$ cat src/rtl/squib_regs_defines.svh
// Register addresses, field positions, reset values and timing counts of the register bank
`ifndef SQUIB_REGS_DEFINES_SVH
`define SQUIB_REGS_DEFINES_SVH

// Register-mode message layout
`define MSG_MODE_HI        15
`define MSG_MODE_LO        14
`define MSG_WRITE_BIT      13
`define MSG_ADDR_HI        12
`define MSG_ADDR_LO        8
`define MSG_MODE_REGISTER  2'h0

// Register addresses
`define ADDR_FAULT_MASK    5'h00
`define ADDR_CONFIG1       5'h01
`define ADDR_CONFIG2       5'h02
`define ADDR_SOFT_RESET    5'h03
`define ADDR_FAULT_BASE    5'h04

// Soft-reset key words
`define SOFT_RESET_KEY1    8'haa
`define SOFT_RESET_KEY2    8'h55

// Reset values
`define FAULT_MASK_RESET   8'h00
`define CONFIG1_RESET      8'h00
`define CONFIG2_RESET      8'h00

// Configuration 1 fields
`define CFG1_STRETCH_HI    7
`define CFG1_STRETCH_LO    6
`define CFG1_SERIAL_ARM    5

// Fault register fields
`define FLT_ODD_FLAG       7
`define FLT_EVEN_FLAG      3

// Pulse-stretch periods in microseconds and cycles at the clock rate
`define CLK_FREQ_HZ        10000000
`define STRETCH_0_US       7500
`define STRETCH_1_US       15000
`define STRETCH_2_US       30000
`define STRETCH_3_US       60000
`define US_TO_CYCLES(us)   ((us) * (`CLK_FREQ_HZ / 1000000))

`endif

$ cat src/rtl/squib_regs_pkg.sv
// Types shared by the squib driver register bank
package squib_regs_pkg;

  // Fault codes for one channel
  typedef enum logic [2:0] {
    FLT_NONE       = 3'h0,
    FLT_LOOP_SHORT = 3'h1,
    FLT_BATT_SHORT = 3'h2,
    FLT_OPEN       = 3'h3,
    FLT_GND_SHORT  = 3'h4,
    FLT_LOW_SIDE   = 3'h5,
    FLT_HIGH_SIDE  = 3'h6,
    FLT_GND_LOSS   = 3'h7
  } fault_code_type;

  // Soft-reset sequence progress
  typedef enum logic {
    SR_IDLE,
    SR_GOT_KEY1
  } soft_reset_state_type;

endpackage : squib_regs_pkg

$ cat src/rtl/squib_driver_config_fault_regs.sv
// Configuration, fault and soft-reset register bank of the eight-channel squib driver
`timescale 1ns/1ps
`default_nettype none
`include "squib_regs_defines.svh"

module squib_driver_config_fault_regs
  import squib_regs_pkg::*;
#(
  parameter int CHANNELS = 8,
  parameter int STRETCH0_CYCLES = `US_TO_CYCLES(`STRETCH_0_US),
  parameter int STRETCH1_CYCLES = `US_TO_CYCLES(`STRETCH_1_US),
  parameter int STRETCH2_CYCLES = `US_TO_CYCLES(`STRETCH_2_US),
  parameter int STRETCH3_CYCLES = `US_TO_CYCLES(`STRETCH_3_US)
) (
  input  wire logic        clk_in,              // Logic clock, 10 MHz
  input  wire logic        resetn_in,           // Synchronous reset, active low
  input  wire logic        frame_valid_in,      // One-cycle pulse: valid 16-bit frame received
  input  wire logic [15:0] frame_data_in,       // Received 16-bit frame
  input  wire logic        deploy_active_in,    // A deployment is in progress
  input  wire logic [7:0]  deploy_cmd_in,       // One-cycle pulse per channel: command deploy
  input  wire logic [7:0]  idle_cmd_in,         // One-cycle pulse per channel: command idle
  input  wire logic [3:0]  arming_input_in,     // Discrete arming inputs, pair 6/7 at bit 3
  input  wire logic [7:0]  fault_valid_in,      // Per-channel diagnostic result strobe
  input  wire logic [7:0]  fault_cond_in [0:7], // Per-channel raw condition bits, index = code
  output logic [7:0]       reg_resp_out,        // Register-mode answer for the next frame
  output logic             diag_fault_flag_out, // Summary flag for the status response
  output logic             serial_arm_mode_out, // Serial arming interface selected
  output logic [3:0]       deploy_period_4ms_out, // Per pair: 4 ms deployment period
  output logic [3:0]       deploy_current_hi_out, // Per pair: 1.75 A deployment current
  output logic [7:0]       stretch_active_out,  // Per channel pulse-stretch timer running
  output logic             soft_reset_out       // One-cycle pulse: soft reset completed
);

  // Counter wide enough for the longest stretch period
  localparam int CNT_W = $clog2(STRETCH3_CYCLES + 1);

  // Parameters the logic cannot serve: the register layout is fixed at four
  // channel pairs, and a zero-length stretch would make a started timer vanish
  if (CHANNELS != 8) begin : g_bad_channels
    $error("Register layout serves exactly eight channels");
  end
  if (STRETCH0_CYCLES < 1) begin : g_bad_stretch_min
    $error("Shortest stretch count must be at least one cycle");
  end
  if (STRETCH1_CYCLES < STRETCH0_CYCLES || STRETCH2_CYCLES < STRETCH1_CYCLES ||
      STRETCH3_CYCLES < STRETCH2_CYCLES) begin : g_bad_stretch_order
    $error("Stretch counts must rise with the period code");
  end

  // Storage: every register of the bank is a flip-flop with a synchronous reset.
  // The configuration registers also reload on a completed soft reset, while the
  // fault registers keep their content so no logged fault is lost by it.
  // Timer state sits beside the registers because arming reads the config bits
  logic [7:0]           fault_mask_r;        // Per-channel fault report mask
  logic [7:0]           config1_r;           // Arming and stretch config
  logic [7:0]           config2_r;           // Period and current config
  logic [7:0]           fault_reg_r [0:3];   // Per-pair fault registers
  soft_reset_state_type sr_state_r;          // Soft-reset sequence state
  logic                 soft_reset_r;        // Soft-reset pulse
  logic [7:0]           resp_r;              // Answer held for next frame
  logic [2:0]           arm_sync1_r [0:3];   // Arming input synchronisers (three stages)
  logic [3:0]           arm_level_r;         // Filtered arming levels
  logic [7:0]           by_cmd_r;            // Timer started by command
  logic [CNT_W-1:0]     stretch_cnt_r [0:7]; // Stretch down counters

  // Frame decode: only register-mode frames reach the registers.
  // The other modes are served elsewhere in the device; they matter here only
  // because a frame of another mode also breaks a half-finished soft-reset sequence.
  // A frame is present for exactly one cycle, marked by frame_valid_in
  logic       is_reg_msg;  // Register-mode frame
  logic       is_write;    // Write request
  logic [4:0] addr;        // Register address
  logic [7:0] wdata;       // Write data
  logic       cfg_wr_ok;   // Config writes permitted

  // Field extraction is purely combinational; every user also checks is_reg_msg,
  // so the raw frame bits may hold anything between frames
  assign is_reg_msg = frame_valid_in &&
                      (frame_data_in[`MSG_MODE_HI:`MSG_MODE_LO] == `MSG_MODE_REGISTER);
  assign is_write   = frame_data_in[`MSG_WRITE_BIT];
  assign addr       = frame_data_in[`MSG_ADDR_HI:`MSG_ADDR_LO];
  assign wdata      = frame_data_in[7:0];
  assign cfg_wr_ok  = !deploy_active_in;

  // Fault mask register. A write is never refused: the mask only shapes the
  // summary flag and cannot disturb a deployment in progress.
  // Bit n belongs to channel n; zero keeps that channel's reporting on.
  // The fault registers below never look at it
  always_ff @(posedge clk_in) begin
    if (!resetn_in || soft_reset_r) begin
      fault_mask_r <= `FAULT_MASK_RESET;
    end else if (is_reg_msg && is_write && addr == `ADDR_FAULT_MASK) begin
      fault_mask_r <= wdata;
    end
  end

  // Deployment configuration registers, refused during deployment so that the
  // period, current and stretch settings of a running deployment cannot shift.
  // A refused write leaves the old content in place and in the answer.
  // The soft-reset reload wins over a write in the same cycle
  always_ff @(posedge clk_in) begin
    if (!resetn_in || soft_reset_r) begin
      config1_r <= `CONFIG1_RESET;
      config2_r <= `CONFIG2_RESET;
    end else if (is_reg_msg && is_write && cfg_wr_ok) begin
      if (addr == `ADDR_CONFIG1) begin
        config1_r <= wdata;
      end
      if (addr == `ADDR_CONFIG2) begin
        config2_r <= wdata;
      end
    end
  end

  // Soft-reset sequence detector: the second key must come in the very next
  // frame, so any other frame in between, of any mode, drops back to idle, except a repeated first key, which keeps waiting
  logic key1_frame; // Frame writes the first key to the soft-reset address
  logic key2_frame; // Frame writes the second key to the soft-reset address

  assign key1_frame = is_reg_msg && is_write && addr == `ADDR_SOFT_RESET &&
                      wdata == `SOFT_RESET_KEY1;
  assign key2_frame = is_reg_msg && is_write && addr == `ADDR_SOFT_RESET &&
                      wdata == `SOFT_RESET_KEY2;

  // One state step per received frame; frames are the only events that count
  always_ff @(posedge clk_in) begin
    if (!resetn_in) begin
      sr_state_r   <= SR_IDLE;
      soft_reset_r <= 1'b0;
    end else begin
      soft_reset_r <= 1'b0;                                       // One-cycle pulse
      if (frame_valid_in) begin
        case (sr_state_r)
          SR_IDLE: begin
            if (key1_frame) begin
              sr_state_r <= SR_GOT_KEY1;
            end
          end
          SR_GOT_KEY1: begin
            if (key2_frame) begin
              soft_reset_r <= 1'b1;
              sr_state_r   <= SR_IDLE;
            end else if (key1_frame) begin
              sr_state_r <= SR_GOT_KEY1;                          // First key again
            end else begin
              sr_state_r <= SR_IDLE;
            end
          end
          default: begin
            sr_state_r <= SR_IDLE;                                // Recover
          end
        endcase
      end
    end
  end

  // Highest-priority fault code of a channel's raw conditions: the scan lets a
  // higher code overwrite a lower one, and loss of ground is forced last so it
  // wins however the other codes are ranked; bit 0 stands for no fault
  function automatic fault_code_type pick_code(input logic [7:0] cond);
    fault_code_type code;
    code = FLT_NONE;
    for (int c = 1; c < 8; c++) begin
      if (cond[c]) begin
        code = fault_code_type'(c[2:0]);
      end
    end
    if (cond[7]) begin
      code = FLT_GND_LOSS;
    end
    return code;
  endfunction : pick_code

  // Fault registers: capture sets, read clears only the addressed one.
  // The read answer takes the old content at the same edge, so a fault caught
  // in the clearing cycle is kept for the next read instead of being lost.
  // The mask is not consulted here: masked channels still log their faults.
  // A newer result with a fault on a channel replaces its older code; a result with no fault leaves it
  always_ff @(posedge clk_in) begin
    if (!resetn_in) begin
      for (int p = 0; p < 4; p++) begin
        fault_reg_r[p] <= 8'h00;
      end
    end else begin
      for (int p = 0; p < 4; p++) begin
        if (is_reg_msg && !is_write && addr == (`ADDR_FAULT_BASE + 5'(p))) begin
          fault_reg_r[p] <= 8'h00;
        end
        // A new capture in the clearing cycle wins over the clear
        if (fault_valid_in[2*p+1] && pick_code(fault_cond_in[2*p+1]) != FLT_NONE) begin
          fault_reg_r[p][`FLT_ODD_FLAG]  <= 1'b1;
          fault_reg_r[p][6:4]            <= pick_code(fault_cond_in[2*p+1]);
        end
        if (fault_valid_in[2*p] && pick_code(fault_cond_in[2*p]) != FLT_NONE) begin
          fault_reg_r[p][`FLT_EVEN_FLAG] <= 1'b1;
          fault_reg_r[p][2:0]            <= pick_code(fault_cond_in[2*p]);
        end
      end
    end
  end

  // Answer for the next frame, selected by the address field.
  // A write answers with what the register holds after it, a refused write
  // with the old content; soft-reset and unmapped addresses answer zero.
  // Non-register frames leave the answer untouched
  always_ff @(posedge clk_in) begin
    if (!resetn_in) begin
      resp_r <= 8'h00;
    end else if (is_reg_msg) begin
      case (addr)
        `ADDR_FAULT_MASK: resp_r <= is_write ? wdata : fault_mask_r;
        `ADDR_CONFIG1:    resp_r <= (is_write && cfg_wr_ok) ? wdata : config1_r;
        `ADDR_CONFIG2:    resp_r <= (is_write && cfg_wr_ok) ? wdata : config2_r;
        `ADDR_FAULT_BASE:        resp_r <= fault_reg_r[0];
        `ADDR_FAULT_BASE + 5'h1: resp_r <= fault_reg_r[1];
        `ADDR_FAULT_BASE + 5'h2: resp_r <= fault_reg_r[2];
        `ADDR_FAULT_BASE + 5'h3: resp_r <= fault_reg_r[3];
        default:          resp_r <= 8'h00;
      endcase
    end
  end

  // Summary flag sees only unmasked channels.
  // It follows the fault registers, so reading a register also clears its
  // share of the flag; unmasking a channel with a logged fault raises it at once.
  // Combinational from flip-flops, so it settles within the cycle
  always_comb begin
    diag_fault_flag_out = 1'b0;
    for (int ch = 0; ch < 8; ch++) begin
      if (!fault_mask_r[ch] &&
          fault_reg_r[ch/2][(ch % 2 == 1) ? `FLT_ODD_FLAG : `FLT_EVEN_FLAG]) begin
        diag_fault_flag_out = 1'b1;
      end
    end
  end

  // Arming input synchronisers: change counts once stages two and three agree.
  // The pins are asynchronous; the first stage may go metastable and feeds
  // nothing but the second stage. The agreement test also drops one-cycle
  // glitches at the cost of one cycle of delay after stage three
  always_ff @(posedge clk_in) begin
    if (!resetn_in) begin
      for (int a = 0; a < 4; a++) begin
        arm_sync1_r[a] <= 3'h0;
      end
      arm_level_r <= 4'h0;
    end else begin
      for (int a = 0; a < 4; a++) begin
        arm_sync1_r[a] <= {arm_sync1_r[a][1:0], arming_input_in[a]};
        if (arm_sync1_r[a][1] == arm_sync1_r[a][2]) begin
          arm_level_r[a] <= arm_sync1_r[a][2];
        end
      end
    end
  end

  // Selected stretch period in cycles.
  // A new period applies to the next start only; a timer already running keeps
  // counting down from the value it was loaded with.
  // The counts are parameters so a short run can use small values
  logic [CNT_W-1:0] stretch_load;
  always_comb begin
    case (config1_r[`CFG1_STRETCH_HI:`CFG1_STRETCH_LO])
      2'h0:    stretch_load = CNT_W'(STRETCH0_CYCLES);
      2'h1:    stretch_load = CNT_W'(STRETCH1_CYCLES);
      2'h2:    stretch_load = CNT_W'(STRETCH2_CYCLES);
      default: stretch_load = CNT_W'(STRETCH3_CYCLES);
    endcase
  end

  // Eight independent pulse-stretch timers. Branch order sets the priority:
  // a command start always reloads, an idle command stops only a timer that a
  // command started, a command-started timer runs out untouched by arming, and
  // an enabled, held arming input keeps reloading its pair's two timers.
  // A command-started timer that has run out may be restarted by arming
  always_ff @(posedge clk_in) begin
    if (!resetn_in) begin
      for (int ch = 0; ch < 8; ch++) begin
        stretch_cnt_r[ch] <= '0;
      end
      by_cmd_r <= 8'h00;
    end else begin
      for (int ch = 0; ch < 8; ch++) begin
        if (deploy_cmd_in[ch]) begin
          stretch_cnt_r[ch] <= stretch_load;
          by_cmd_r[ch]      <= 1'b1;
        end else if (idle_cmd_in[ch] && by_cmd_r[ch]) begin
          stretch_cnt_r[ch] <= '0;
          by_cmd_r[ch]      <= 1'b0;
        end else if (by_cmd_r[ch] && stretch_cnt_r[ch] != '0) begin
          stretch_cnt_r[ch] <= stretch_cnt_r[ch] - 1'b1;
        end else if (config1_r[ch/2] && arm_level_r[ch/2]) begin
          stretch_cnt_r[ch] <= stretch_load;
          by_cmd_r[ch]      <= 1'b0;
        end else if (stretch_cnt_r[ch] != '0) begin
          stretch_cnt_r[ch] <= stretch_cnt_r[ch] - 1'b1;
        end else begin
          by_cmd_r[ch] <= 1'b0;
        end
      end
    end
  end

  // Outputs: a timer counts as active for as long as its counter is not zero.
  // This is the only combinational output apart from the summary flag;
  // both read flip-flops only, so neither can glitch on a frame.
  // Eight copies of one compare, one per channel
  always_comb begin
    for (int ch = 0; ch < 8; ch++) begin
      stretch_active_out[ch] = (stretch_cnt_r[ch] != '0);
    end
  end

  // Answer and configuration fields go straight out of their flip-flops;
  // the pair with channels 6/7 sits at the top bit of each 4-bit field
  assign reg_resp_out          = resp_r;
  assign serial_arm_mode_out   = config1_r[`CFG1_SERIAL_ARM];
  assign deploy_period_4ms_out = {config2_r[7], config2_r[5], config2_r[3], config2_r[1]};
  assign deploy_current_hi_out = {config2_r[6], config2_r[4], config2_r[2], config2_r[0]};
  assign soft_reset_out        = soft_reset_r;

endmodule : squib_driver_config_fault_regs
`default_nettype wire

$ cat config.mk
export PLATFORM = sky130hd
export DESIGN_NAME = squib_driver_config_fault_regs
export DESIGN_NICKNAME = d
export VERILOG_FILES = /design/src/rtl/squib_regs_pkg.sv /design/src/rtl/squib_driver_config_fault_regs.sv
export VERILOG_INCLUDE_DIRS = /design/src /design/src/rtl
export SDC_FILE = /design/constraint.sdc
export NUM_CORES = 1
export LEC_CHECK = 0
export BUFFER_PORTS_ARGS = -buffer_cell sky130_fd_sc_hd__buf_2
export CORE_MARGIN = 3
export CORE_UTILIZATION = 31
export DETAILED_ROUTE_END_ITERATION = 12
export GPL_TIMING_DRIVEN = 0
export PLACE_DENSITY_LB_ADDON = 0.2
export SLEW_MARGIN = 20
export SYNTH_ARGS = -nofsm -noshare
export SYNTH_HDL_FRONTEND = slang
export SYNTH_SLANG_ARGS = --single-unit
$ cat constraint.sdc
create_clock -name clk_in -period 4.2 [get_ports clk_in]
set_input_delay 0 -clock clk_in [delete_from_list [all_inputs] [get_ports clk_in]]
set_output_delay 0 -clock clk_in [all_outputs]
set_load 0.05 [all_outputs]
# Word-level counts from Yosys, hierarchy flattened
# Memories as Yosys holds them, arrays and structs flattened.
# Cells that the tools add are included.
dict set report op_classes {
  add_sub_neg 8
  eq_ne 31
  n_mux 435
  n_reduce_logical 91
  bitwise 65
}
# operator n
set ops {}
lappend ops {{$mux 20} 40}
lappend ops {{$mux 1} 301}
lappend ops {{$mux 3} 84}
lappend ops {{$reduce_bool 20->1} 8}
lappend ops {{$sub 20x1->20 const B} 8}
lappend ops {{$or 1x1->1} 64}
lappend ops {{$pmux 20 s3} 1}
lappend ops {{$mux 8} 7}
lappend ops {{$pmux 8 s7} 1}
lappend ops {{$logic_and 1x1->1} 49}
lappend ops {{$ne 4x2->1 const B} 8}
lappend ops {{$ne 3x3->1 const B} 8}
lappend ops {{$reduce_bool 3->1} 8}
lappend ops {{$eq 5x3->1 const B} 4}
lappend ops {{$reduce_and 2->1} 10}
lappend ops {{$logic_not 1->1} 11}
lappend ops {{$eq 5x2->1 const B} 2}
lappend ops {{$eq 8x7->1 const B} 1}
lappend ops {{$eq 8x8->1 const B} 1}
lappend ops {{$eq 5x1->1 const B} 1}
lappend ops {{$logic_not 5->1} 1}
lappend ops {{$eq 1x1->1} 4}
lappend ops {{$logic_not 2->1} 2}
lappend ops {{$reduce_and 3->1} 1}
lappend ops {{5 further kinds} 5}
dict set report word_totals {
  register_bits 46
  memories 3
  mem_bits_rw 204
  inputBits 112
}
# memory depth width rd rd_clocked_by_memory_dff wr line
set mem_list {}
lappend mem_list {stretch_cnt_r 8 20 8 0 8 squib_driver_config_fault_regs.sv:64} ;# logic [CNT_W-1:0] stretch_cnt_r [0:7];
lappend mem_list {fault_reg_r 4 8 4 0 4 squib_driver_config_fault_regs.sv:57} ;# logic [7:0] fault_reg_r [0:3];
lappend mem_list {arm_sync1_r 4 3 4 0 4 squib_driver_config_fault_regs.sv:61} ;# logic [2:0] arm_sync1_r [0:3];

# Depth between registers and ports, before layout
# Gate-level depths: netlist (run 1).
dict set report logic_depth {
  word_depth 14
  depth_mapped 9
  mapped_depth_nobuf 8
}

# Least setup slack after synthesis (run 1)
# OpenSTA, ideal clock, no wires.
dict set report synth_timing {
  path_type {register to register}
  start {memory stretch_cnt_r[1][40] in the netlist's numbering}
  end {memory stretch_cnt_r[1][40] in the netlist's numbering (enable)}
  setup_ns 0.497
  setup_slack_ns 1.006
  t_arrival_ns 2.697
  path_stages_with_launch 8
  required_time_ns 3.703
  cell_sequence {edfxtp_1 > inv_1 > ha_1 > nor3b_1 > and3_1 > nand4b_1 > inv_1 > nand4_1}
}
# item line
set synth_lines {}
lappend synth_lines {{start, declared} squib_driver_config_fault_regs.sv:64}

==> metrics.cfg, run 1 <==
[outcome]
status=complete, no violations

[final_layout]
diodes=0
multi_input_area_um2=6350
num-nets-final=1758
n_fill_cell=4258
regArea_um2=6930
finalNonFillerCells=2241
drive_gt1_share_pct=14.2
synthToLayoutAreaGrowth_pct=26.2

[sta]
worst_pin_slew_ns=1.06
min_period_ns=3.61
finClkSkew_ns=0.0249
slew_headroom_pct=29.3
min_period_over_period_pct=86.0
setup_viol=0
rsz0062_at_grt=false
max_clock_freq_mhz=277
report.final.slew_viol_count=0
hold_viol=0

[detailed_routing]
drt_wl_total_um=40000
drc_errors=0
vias=11500
first_pass_iters=5
via_per_inst=5.15
wl_per_cell_um=17.8
ant_nets=0
dr.first_iter.drc_count=796

[global_routing]
grt_pass1_vias=11600
antenna_found_initial=1
grt_pass1_wl_um=63400
grt_usage_pct=16.9
grt_remaining_overflow=0
grt_max_degree=21

[cts]
clk_latency_ns=0.58
clk_pin_slew_worst_paths_ns=0.06
cts_root_buffer=clkbuf_16
htreeDepth=1
clockBufferDepth=3
cts_tree=yes
clock-sinks=250
cts_buffers=29

[critical_path]
crit_path_top_delay_cell=clkbuf_1
arrival_ns=3.92
crit_buf_inv=6
reg2reg_slack_ns=0.99
required_ns=4.51
worst-setup-path-type=primary input to flop
crit_path_end_kind=flop
r2r_cells=7
r2r-start=stretch_cnt_r[1][60]
r2r_end=stretch_cnt_r[1][65]
cpLargestDelayFamily=buffers and inverters
critical_path.max_fanout=12
crit_chain=buf_2, clkbuf_2, buf_1, clkbuf_1, clkbuf_1, nand4_1, buf_6
slowest_delay_ns=0.85
start_kind=primary input
startpoint=resetn_in
crit_top_cell=clkbuf_1

[pwr]
power_density_nw_per_um2=383
p_sw_share_pct=27.3
p_total_mw=6.60
vdd_drop_max_mv=0.296
p_clk_share_pct=38.1
p_int_mw=4.80
p_seq_share_pct=45.6
leakage_nw=6.42
power.switching_mw=1.80
comb_power_share_pct=16.4

[synthesis]
netlist_area_um2=13700
synth_enable_flop_cells=192
synth_fp_nets=1475
ys_warn_count=0
ys_seq_area_share_pct=50.7
yosysUniqueCellTypes=69
ys_async_sr_fraction_pct=0
synth.ff_latch_count=250
synth_ff_type=edfxtp_1
netlist_instances=1350
synth.avg_cell_area_um2=10.1

[die]
die_width_um=216
io_pins=139
fp-row-count=76
fp.coreArea_um2=43300
die_area_um2=46600
start_util_pct=31.6
die_y_um=216

[placement]
dp_hpwl_um=27500
io_buffer_count=129
placed_cells=2068
gp_congestion=0.872

[hold_path]
min_from=frame_data_in[14]
hold_depth=6
hold_end=sr_state_r
holdCritPathClass=primary input to flop

[run]
max-cap-violations=0

-- kinds of logic after synthesis --
group,share of synthesized area (%)
AOI/OAI and AO/OA,14.0
xor gates and xnor gates,8.78
adders and majority gates,1.19
buffers and inverters,3.08
DFF,50.7
muxes,1.83
and+or+nand+nor,20.4
-- metal layers --
metal / global-route usage, % / vias up / part of all wire (%)
li1: - / 5609 / -
met1: 22.7 / 5560 / 45
met2: 28.4 / 288 / 47
met3: 2.59 / 75 / 4.8
met4: 4.42 / 2 / 2.8
met5: 0 / - / 0.018
-- registers in the layout, indices dropped and copies added (netlist names) --
signal	flops
fault_reg_r	32
arm_sync1_r	12
sr_state_r	1
config2_r	8
soft_reset_out	1
arm_level_r	4
by_cmd_r	8
config1_r	8
fault_mask_r	8
stretch_cnt_r	160
reg_resp_out	8
-- worst max path at each step --
stage          cells past startpoint              endpoint
6_report                           7  stretch_cnt_r[1][65]
3_5_place_dp                       6   stretch_cnt_r[1][3]
5_1_grt                            7  stretch_cnt_r[1][65]
4_1_cts                            6  stretch_cnt_r[0][16]
2_1_floorplan                      7  stretch_cnt_r[1][40]
3_3_place_gp                       6  stretch_cnt_r[1][61]
-- synth_stat cells (5+ instances only) --
| library cell | n | area share (%) |
|---|---|---|
| nand3b_1 | 10 | 0.55 |
| dfxtp_1 | 58 | 8.5 |
| a21oi_1 | 41 | 1.5 |
| o22ai_1 | 77 | 3.5 |
| nor4_1 | 50 | 2.3 |
| a221oi_1 | 8 | 0.51 |
| or4_1 | 9 | 0.49 |
| buf_1 | 6 | 0.16 |
| or2_2 | 8 | 0.37 |
| or3_1 | 17 | 0.78 |
| nand3_1 | 34 | 1.2 |
| o21bai_1 | 11 | 0.60 |
| o31a_1 | 7 | 0.45 |
| nor2b_1 | 16 | 0.73 |
| nor3b_1 | 14 | 0.77 |
| a22oi_1 | 8 | 0.44 |
| mux2_2 | 6 | 0.49 |
| edfxtp_1 | 192 | 42 |
| nor2_1 | 150 | 4.1 |
| and2_1 | 19 | 0.87 |
| nand2_1 | 93 | 2.6 |
| o221ai_1 | 10 | 0.64 |
| a31oi_1 | 8 | 0.37 |
| o2bb2ai_1 | 6 | 0.38 |
| buf_2 | 6 | 0.22 |
| nor4bb_1 | 6 | 0.44 |
| xnor2_1 | 92 | 5.9 |
| o21ai_0 | 70 | 2.6 |
| ha_1 | 13 | 1.2 |
| nand4b_1 | 5 | 0.32 |
| mux2i_1 | 16 | 1.2 |
| nand2b_1 | 21 | 0.96 |
| inv_1 | 50 | 1.4 |
| o22ai_2 | 10 | 0.92 |
| nand4_1 | 13 | 0.60 |
| a22o_1 | 5 | 0.32 |
| clkbuf_1 | 35 | 0.96 |
| nor3_1 | 57 | 2.1 |
| xor2_1 | 45 | 2.9 |
-- power groups by stage --
stage	sequential [mW]	clock [mW]	combinational [mW]
global route	3.03	2.67	1.21
CTS	3.00	2.58	1.08
detailed placement	3.05	0	0.989
finish	3.01	2.51	1.08
global placement	3.05	0	0.982
floorplan	3.02	0	0.730
-- final cells by class --
class,instances,area share (%)
Sequential cell,250,40.2
Inverter,51,1.11
Tap cell,585,4.25
Timing Repair Buffer,250,10.8
Clock inverter,10,0.348
Clock buffer,44,5.13
Multi-Input combinational cell,999,36.8
Buffer,52,1.34
-- placed cells by master, fill, tap and decap left out, drive strengths merged, types with 45 or more instances in the layout --
cell type and n:
nor3 58, xor2 45, o22ai 87, nand2 93
buf 151, nor4 53, o21ai 71, nor2 150
dfxtp 58, dlygate4sd3 116, edfxtp 192, clkbuf 79
inv 55, xnor2 92
-- worst register-to-register path, stage by stage, from the launching register on --
cell and delay, ns:
edfxtp_1 0.45, inv_1 0.09, ha_1 0.18, nor3b_1 0.41, nand2_1 0.38, nor4_2 0.41, nand4_1 0.64, buf_6 0.40
-- repair_timing --
action                                  in CTS  in global routing
gates resized for setup                      1                  0
endpoints found under the setup margin      60                  0
hold buffers                               116                  0
setup buffers                                0                  0
endpoints found under the hold margin       98                  0
-- stage by stage --
step | utilization (%) | area, um2 | setup TNS, ns | worst slack, ns | hold slack (ns)
3_5_place_dp | 34.9 | 15100 | -63.39 | -0.749 | 0.252
5_1_grt | 39.8 | 17200 | 0 | 0.387 | 0.0756
6_report | 39.8 | 17200 | 0 | 0.589 | 0.0706
2_1_floorplan | - | 13700 | 0 | 1.01 | 0.118
3_3_place_gp | 34.8 | 15000 | -81.77 | -0.723 | 0.232
4_1_cts | 39.8 | 17200 | 0 | 0.303 | 0.0399
No activity file was read; power rests on OpenSTA's default activity.
==> inputs of run 2 (changes only) <==
Settings changed: CORE_ASPECT_RATIO from default to 1.5, SETUP_SLACK_MARGIN from default to 0.2, SKIP_LAST_GASP from default to 1.
==> metrics.cfg, run 2 (synthesis gave the netlist of run 1 again) <==
[pwr]
leakage_nw=6.41  ; -0.13%
vdd_drop_max_mv=0.258  ; -13%
power_density_nw_per_um2=380  ; -0.68%

[run]
max-cap-violations=0  ; unchanged

[detailed_routing]
wl_per_cell_um=18.0  ; +0.80%
first_pass_iters=5  ; unchanged
via_per_inst=5.21  ; +1.3%
ant_nets=0  ; unchanged
dr.first_iter.drc_count=704  ; -12%
vias=11600  ; +0.38%
drc_errors=0  ; unchanged
drt_wl_total_um=40000  ; about the same

[cts]
cts_buffers=27  ; -6.9%
htreeDepth=1  ; unchanged
cts_tree=yes
clockBufferDepth=3  ; unchanged
clk_pin_slew_worst_paths_ns=0.06  ; about the same
cts_setup_buffers=0  ; unchanged
cts_root_buffer=clkbuf_16
clk_latency_ns=0.55  ; -0.03 ns
clock-sinks=250  ; unchanged

[global_routing]
grtUsageMet3_pct=2.64  ; +0.050 points
grt_max_degree=21  ; unchanged
grt-busiest-layer=met2
grt_pass1_wl_um=63000  ; -0.56%
antenna_found_initial=0  ; -1
grtUsageMet2_pct=31.0  ; +2.6 points
grt_usage_pct=16.8  ; -0.064 points
gr-usage-met1_pct=19.3  ; -3.4 points
grt_pass1_vias=11700  ; +0.94%
grt_remaining_overflow=0  ; unchanged

[placement]
gp_congestion=1.01  ; +16%
dp_hpwl_um=28500  ; +3.7%
dpl_cell_area_um2=15100  ; about the same
io_buffer_count=129  ; unchanged
placed_cells=2054  ; -0.68%

[sta]
timing.hold.ws_ns=0.0721  ; +0.00156 ns
report.final.slew_viol_count=0  ; unchanged
rsz0062_at_grt=false
finClkSkew_ns=0.0145  ; -0.0104 ns
min_period_over_period_pct=87.1  ; +1.1 points
hold_viol=0  ; unchanged
max_clock_freq_mhz=273  ; -1.3%
worst_pin_slew_ns=1.10  ; +0.0409 ns
setup_tns_ns=0  ; unchanged
setup_viol=0  ; unchanged
min_period_ns=3.66  ; +0.0458 ns
slew_headroom_pct=26.1  ; -3.2 points

[die]
die_width_um=177  ; -18%
io_pins=139  ; unchanged
die_area_um2=46700  ; +0.11%
fp-row-count=93  ; +22%
die_y_um=263  ; +22%
fp.coreArea_um2=43300  ; about the same
start_util_pct=31.6  ; about the same

[hold_path]
min_from=idle_cmd_in[4]
holdCritPathClass=primary input to flop
hold_end=stretch_cnt_r[1][6]
hold_depth=4  ; -2

[critical_path]
crit_path_end_kind=flop
required_ns=4.50  ; about the same
start_kind=primary input
reg2reg_slack_ns=0.87  ; -0.12 ns
r2r-start=stretch_cnt_r[0][60]
arrival_ns=3.95  ; +0.03 ns
r2r_cells=6  ; -1
critical_path.max_fanout=12  ; unchanged
r2r_end=stretch_cnt_r[0][72]
worst-setup-path-type=primary input to flop

[final_layout]
num-nets-final=1756  ; -0.11%
postLayoutCellArea_um2=17200  ; -0.19%
layout_commonest_cell=edfxtp_1
n_fill_cell=4308  ; +1.2%
reg_top3=stretch_cnt_r: 160 flops, fault_reg_r: 32 flops, arm_sync1_r: 12 flops
synthToLayoutAreaGrowth_pct=25.9
finalNonFillerCells=2221  ; -0.89%
mostFrequentLayoutCells=192 x edfxtp_1, 150 x nor2_1, 135 x buf_2
final_util_pct=39.7  ; -0.094 points
drive_gt1_share_pct=13.9  ; -0.32 points
max_flop_register=stretch_cnt_r
diodes=0  ; unchanged
largest_register_ffs=160  ; unchanged

[outcome]
status=complete, no violations

run 2: worst max path at each step:
stage / startpoint / endpoint / slack, ns / cells past startpoint
2_1_floorplan: stretch_cnt_r[1][40] / stretch_cnt_r[1][40] / 1.01 / 7
6_report: resetn_in / stretch_cnt_r[1][2] / 0.54 / 7
3_5_place_dp: resetn_in / stretch_cnt_r[0][32] / -0.54 / 6
5_1_grt: resetn_in / stretch_cnt_r[1][5] / 0.33 / 7
4_1_cts: resetn_in / stretch_cnt_r[1][66] / 0.39 / 7
3_3_place_gp: resetn_in / stretch_cnt_r[1][67] / -1.13 / 6
run 2: report_power, final:
group          internal [mW]  total [mW]  leakage [nW]  switching (mW)
Sequential              2.85        3.01          2.69           0.157
Clock                   1.44        2.45         0.457            1.01
Combinational          0.496        1.08          3.27           0.589
Total                   4.79        6.54          6.41            1.75
run 2: cell type report:
class / instances / area, um2 / share of cell area [%]
well taps: 570 / 713 / 4.15
clock inverters: 7 / 41.3 / 0.240
repair buffers: 251 / 1890 / 11.0
clock buffers: 42 / 878 / 5.11
multi-input cells: 998 / 6340 / 36.8
flip-flops and latches: 250 / 6930 / 40.3
plain buffers: 52 / 230 / 1.34
inverters: 51 / 191 / 1.11
run 2: timing repair:
item / 4_1_cts / 5_1_grt
hold endpoints to repair: 98 / 0
endpoints found under the setup margin: 20 / 0
gates resized for setup: 0 / 0
hold buffers: 117 / 0
run 2: per-stage QoR:
| stage | setup slack (ns) | total power, mW |
|---|---|---|
| finish | 0.543 | 6.54 |
| global route | 0.327 | 6.85 |
| CTS | 0.385 | 6.60 |
| detailed placement | -0.538 | 4.05 |
| global placement | -1.13 | 4.04 |
| floorplan | 1.01 | 3.75 |
run 2: routing by layer:
| layer | routed length, um | vias up | share of wire (%) |
|---|---|---|---|
| met1 | 15800 | 5595 | 39 |
| met3 | 1940 | 70 | 4.8 |
| met4 | 1340 | 0 | 3.4 |
| met2 | 20900 | 301 | 52 |
| li1 | - | 5612 | - |
| met5 | 0 | - | 0 |
run 2: critical path, cell delays in order:
cell and delay [ns]:
buf_2 0.09, clkbuf_2 0.46, buf_1 0.66, clkbuf_1 0.69
clkbuf_1 0.88, nand4_1 0.75, buf_8 0.39
==> inputs of run 3 (changes only) <==
Settings changed: MAX_ROUTING_LAYER from default to met4, SLEW_MARGIN 20 to 10.
==> metrics.cfg, run 3 (synthesis gave the netlist of run 1 again) <==
[cts]
clk_latency_ns=0.56  ; about the same
cts_root_buffer=clkbuf_16
clock-sinks=250  ; unchanged
cts_tree=yes
clockBufferDepth=3  ; unchanged
clk_pin_slew_worst_paths_ns=0.06  ; about the same
htreeDepth=1  ; unchanged
cts_buffers=28  ; +3.7%
cts_setup_buffers=0  ; unchanged

[sta]
layout_setup_ws_ns=0.468  ; -0.0747 ns
report.final.slew_viol_count=0  ; unchanged
min_period_over_period_pct=88.8  ; +1.8 points
worst_pin_slew_ns=1.22  ; +0.117 ns
slew_headroom_pct=18.6  ; -7.5 points
hold_viol=0  ; unchanged
finClkSkew_ns=0.0114  ; -0.00315 ns
setup_tns_ns=0  ; unchanged
max_clock_freq_mhz=268  ; -2.0%
rsz0062_at_grt=false
setup_viol=0  ; unchanged
min_period_ns=3.73  ; +0.0747 ns

[final_layout]
num-nets-final=1760  ; +0.23%
layout_commonest_cell=edfxtp_1
n_fill_cell=4298  ; -0.23%
synthToLayoutAreaGrowth_pct=26.7
finalNonFillerCells=2227  ; +0.27%
largest_register_ffs=160  ; unchanged
multi_input_area_um2=6360  ; +0.43%
reg_top3=stretch_cnt_r: 160 flops, fault_reg_r: 32 flops, arm_sync1_r: 12 flops
drive_gt1_share_pct=13.7  ; -0.17 points
diodes=0  ; unchanged
max_flop_register=stretch_cnt_r
mostFrequentLayoutCells=192 x edfxtp_1, 150 x nor2_1, 135 x buf_2
regArea_um2=6930  ; unchanged

[detailed_routing]
vias=11700  ; +0.81%
drt_wl_total_um=41000  ; +2.7%
via_per_inst=5.24  ; +0.54%
first_pass_iters=5  ; unchanged
wl_per_cell_um=18.4  ; +2.4%
dr.first_iter.drc_count=663  ; -5.8%
ant_nets=0  ; unchanged
drc_errors=0  ; unchanged

[critical_path]
start_kind=primary input
crit_path_end_kind=flop
worst-setup-path-type=primary input to flop
critical_path.max_fanout=16  ; +4
required_ns=4.28  ; -0.22 ns
reg2reg_slack_ns=0.86  ; about the same
arrival_ns=3.81  ; -0.14 ns

[hold_path]
holdCritPathClass=primary input to flop

[die]
io_pins=139  ; unchanged
die_y_um=263  ; unchanged
fp.coreArea_um2=43300  ; unchanged
start_util_pct=31.6  ; unchanged
die_area_um2=46700  ; unchanged
die_width_um=177  ; unchanged
fp-row-count=93  ; unchanged

[pwr]
leakage_nw=6.44  ; +0.45%
power_density_nw_per_um2=396  ; +4.1%
p_int_mw=5.07  ; +5.8%
p_seq_share_pct=44.0  ; -2.0 points
power.switching_mw=1.79  ; +1.8%
p_sw_share_pct=26.1  ; -0.74 points
vdd_drop_max_mv=0.323  ; +25%
p_clk_share_pct=40.1  ; +2.7 points
comb_power_share_pct=15.9  ; -0.7 points

[placement]
placed_cells=2049  ; -0.24%
io_buffer_count=129  ; unchanged
dp_hpwl_um=28300  ; -0.41%
post-place-ws_ns=-1.08  ; -0.543 ns
gp_congestion=1.02  ; +0.81%

[global_routing]
grt_remaining_overflow=0  ; unchanged
grtUsageMet2_pct=31.6  ; +0.55 points
gr-usage-met1_pct=19.7  ; +0.38 points
grt_max_degree=21  ; unchanged
grt_pass1_vias=11800  ; +0.72%
antenna_found_initial=0  ; unchanged
grtUsageMet3_pct=2.25  ; -0.39 points
grt_pass1_wl_um=64100  ; +1.6%
grt-busiest-layer=met2
grt_usage_pct=17.7  ; +0.85 points

[outcome]
status=complete, no violations

[run]
max-cap-violations=0  ; unchanged

[run 3: cell type report]
cell class	count	area share [%]
Timing Repair Buffer	249	10.7
Sequential cell	250	40.0
Multi-Input combinational cell	1003	36.8
Tap cell	570	4.12
Inverter	51	1.11
Buffer	52	1.33
Clock inverter	13	1.26
Clock buffer	39	4.70
[run 3: repair_timing]
item | 4_1_cts | 5_1_grt
endpoints found under the setup margin | 120 | 0
resized for setup | 1 | 0
endpoints found under the hold margin | 91 | 0
hold buffers | 120 | 0
[run 3: routing by layer]
layer | up-vias | share of wire (%) | wire length, um
met5 | - | 0 | 0
met4 | 0 | 4.0 | 1620
met1 | 5667 | 40 | 16300
li1 | 5631 | - | -
met3 | 86 | 4.1 | 1700
met2 | 288 | 52 | 21400
[run 3: worst max-delay path, cell delays in order]
cell      delay [ns]
buf_2           0.09
clkbuf_1        0.83
buf_1           0.65
clkbuf_1        0.78
clkbuf_2        0.71
nand4_1         0.71
[run 3: path summary, 6_finish.rpt]
check,startpoint,endpoint,cells past startpoint
setup / recovery,resetn_in,stretch_cnt_r[1][76],6
hold / removal,idle_cmd_in[4],stretch_cnt_r[1][6],4
setup reg to reg,stretch_cnt_r[0][60],stretch_cnt_r[0][74],6
hold reg to reg,arm_sync1_r[0][0],arm_sync1_r[0][1],1
[run 3: per-stage QoR]
stage | power [mW] | instance area [um2] | util [%] | hold slack (ns)
floorplan | 3.75 | 13700 | - | 0.118
global placement | 4.04 | 15000 | 34.7 | 0.216
detailed placement | 4.05 | 15000 | 34.7 | 0.211
CTS | 6.90 | 17300 | 40.0 | 0.0462
global route | 7.14 | 17300 | 40.0 | 0.103
finish | 6.85 | 17300 | 40.0 | 0.0626
[run 3: power groups by stage]
stage / logic, mW / registers [mW] / clock network (mW)
detailed placement: 0.991 / 3.06 / 0
global route: 1.21 / 3.03 / 2.90
finish: 1.09 / 3.01 / 2.75
floorplan: 0.730 / 3.02 / 0
CTS: 1.09 / 3.01 / 2.80
global placement: 0.984 / 3.05 / 0
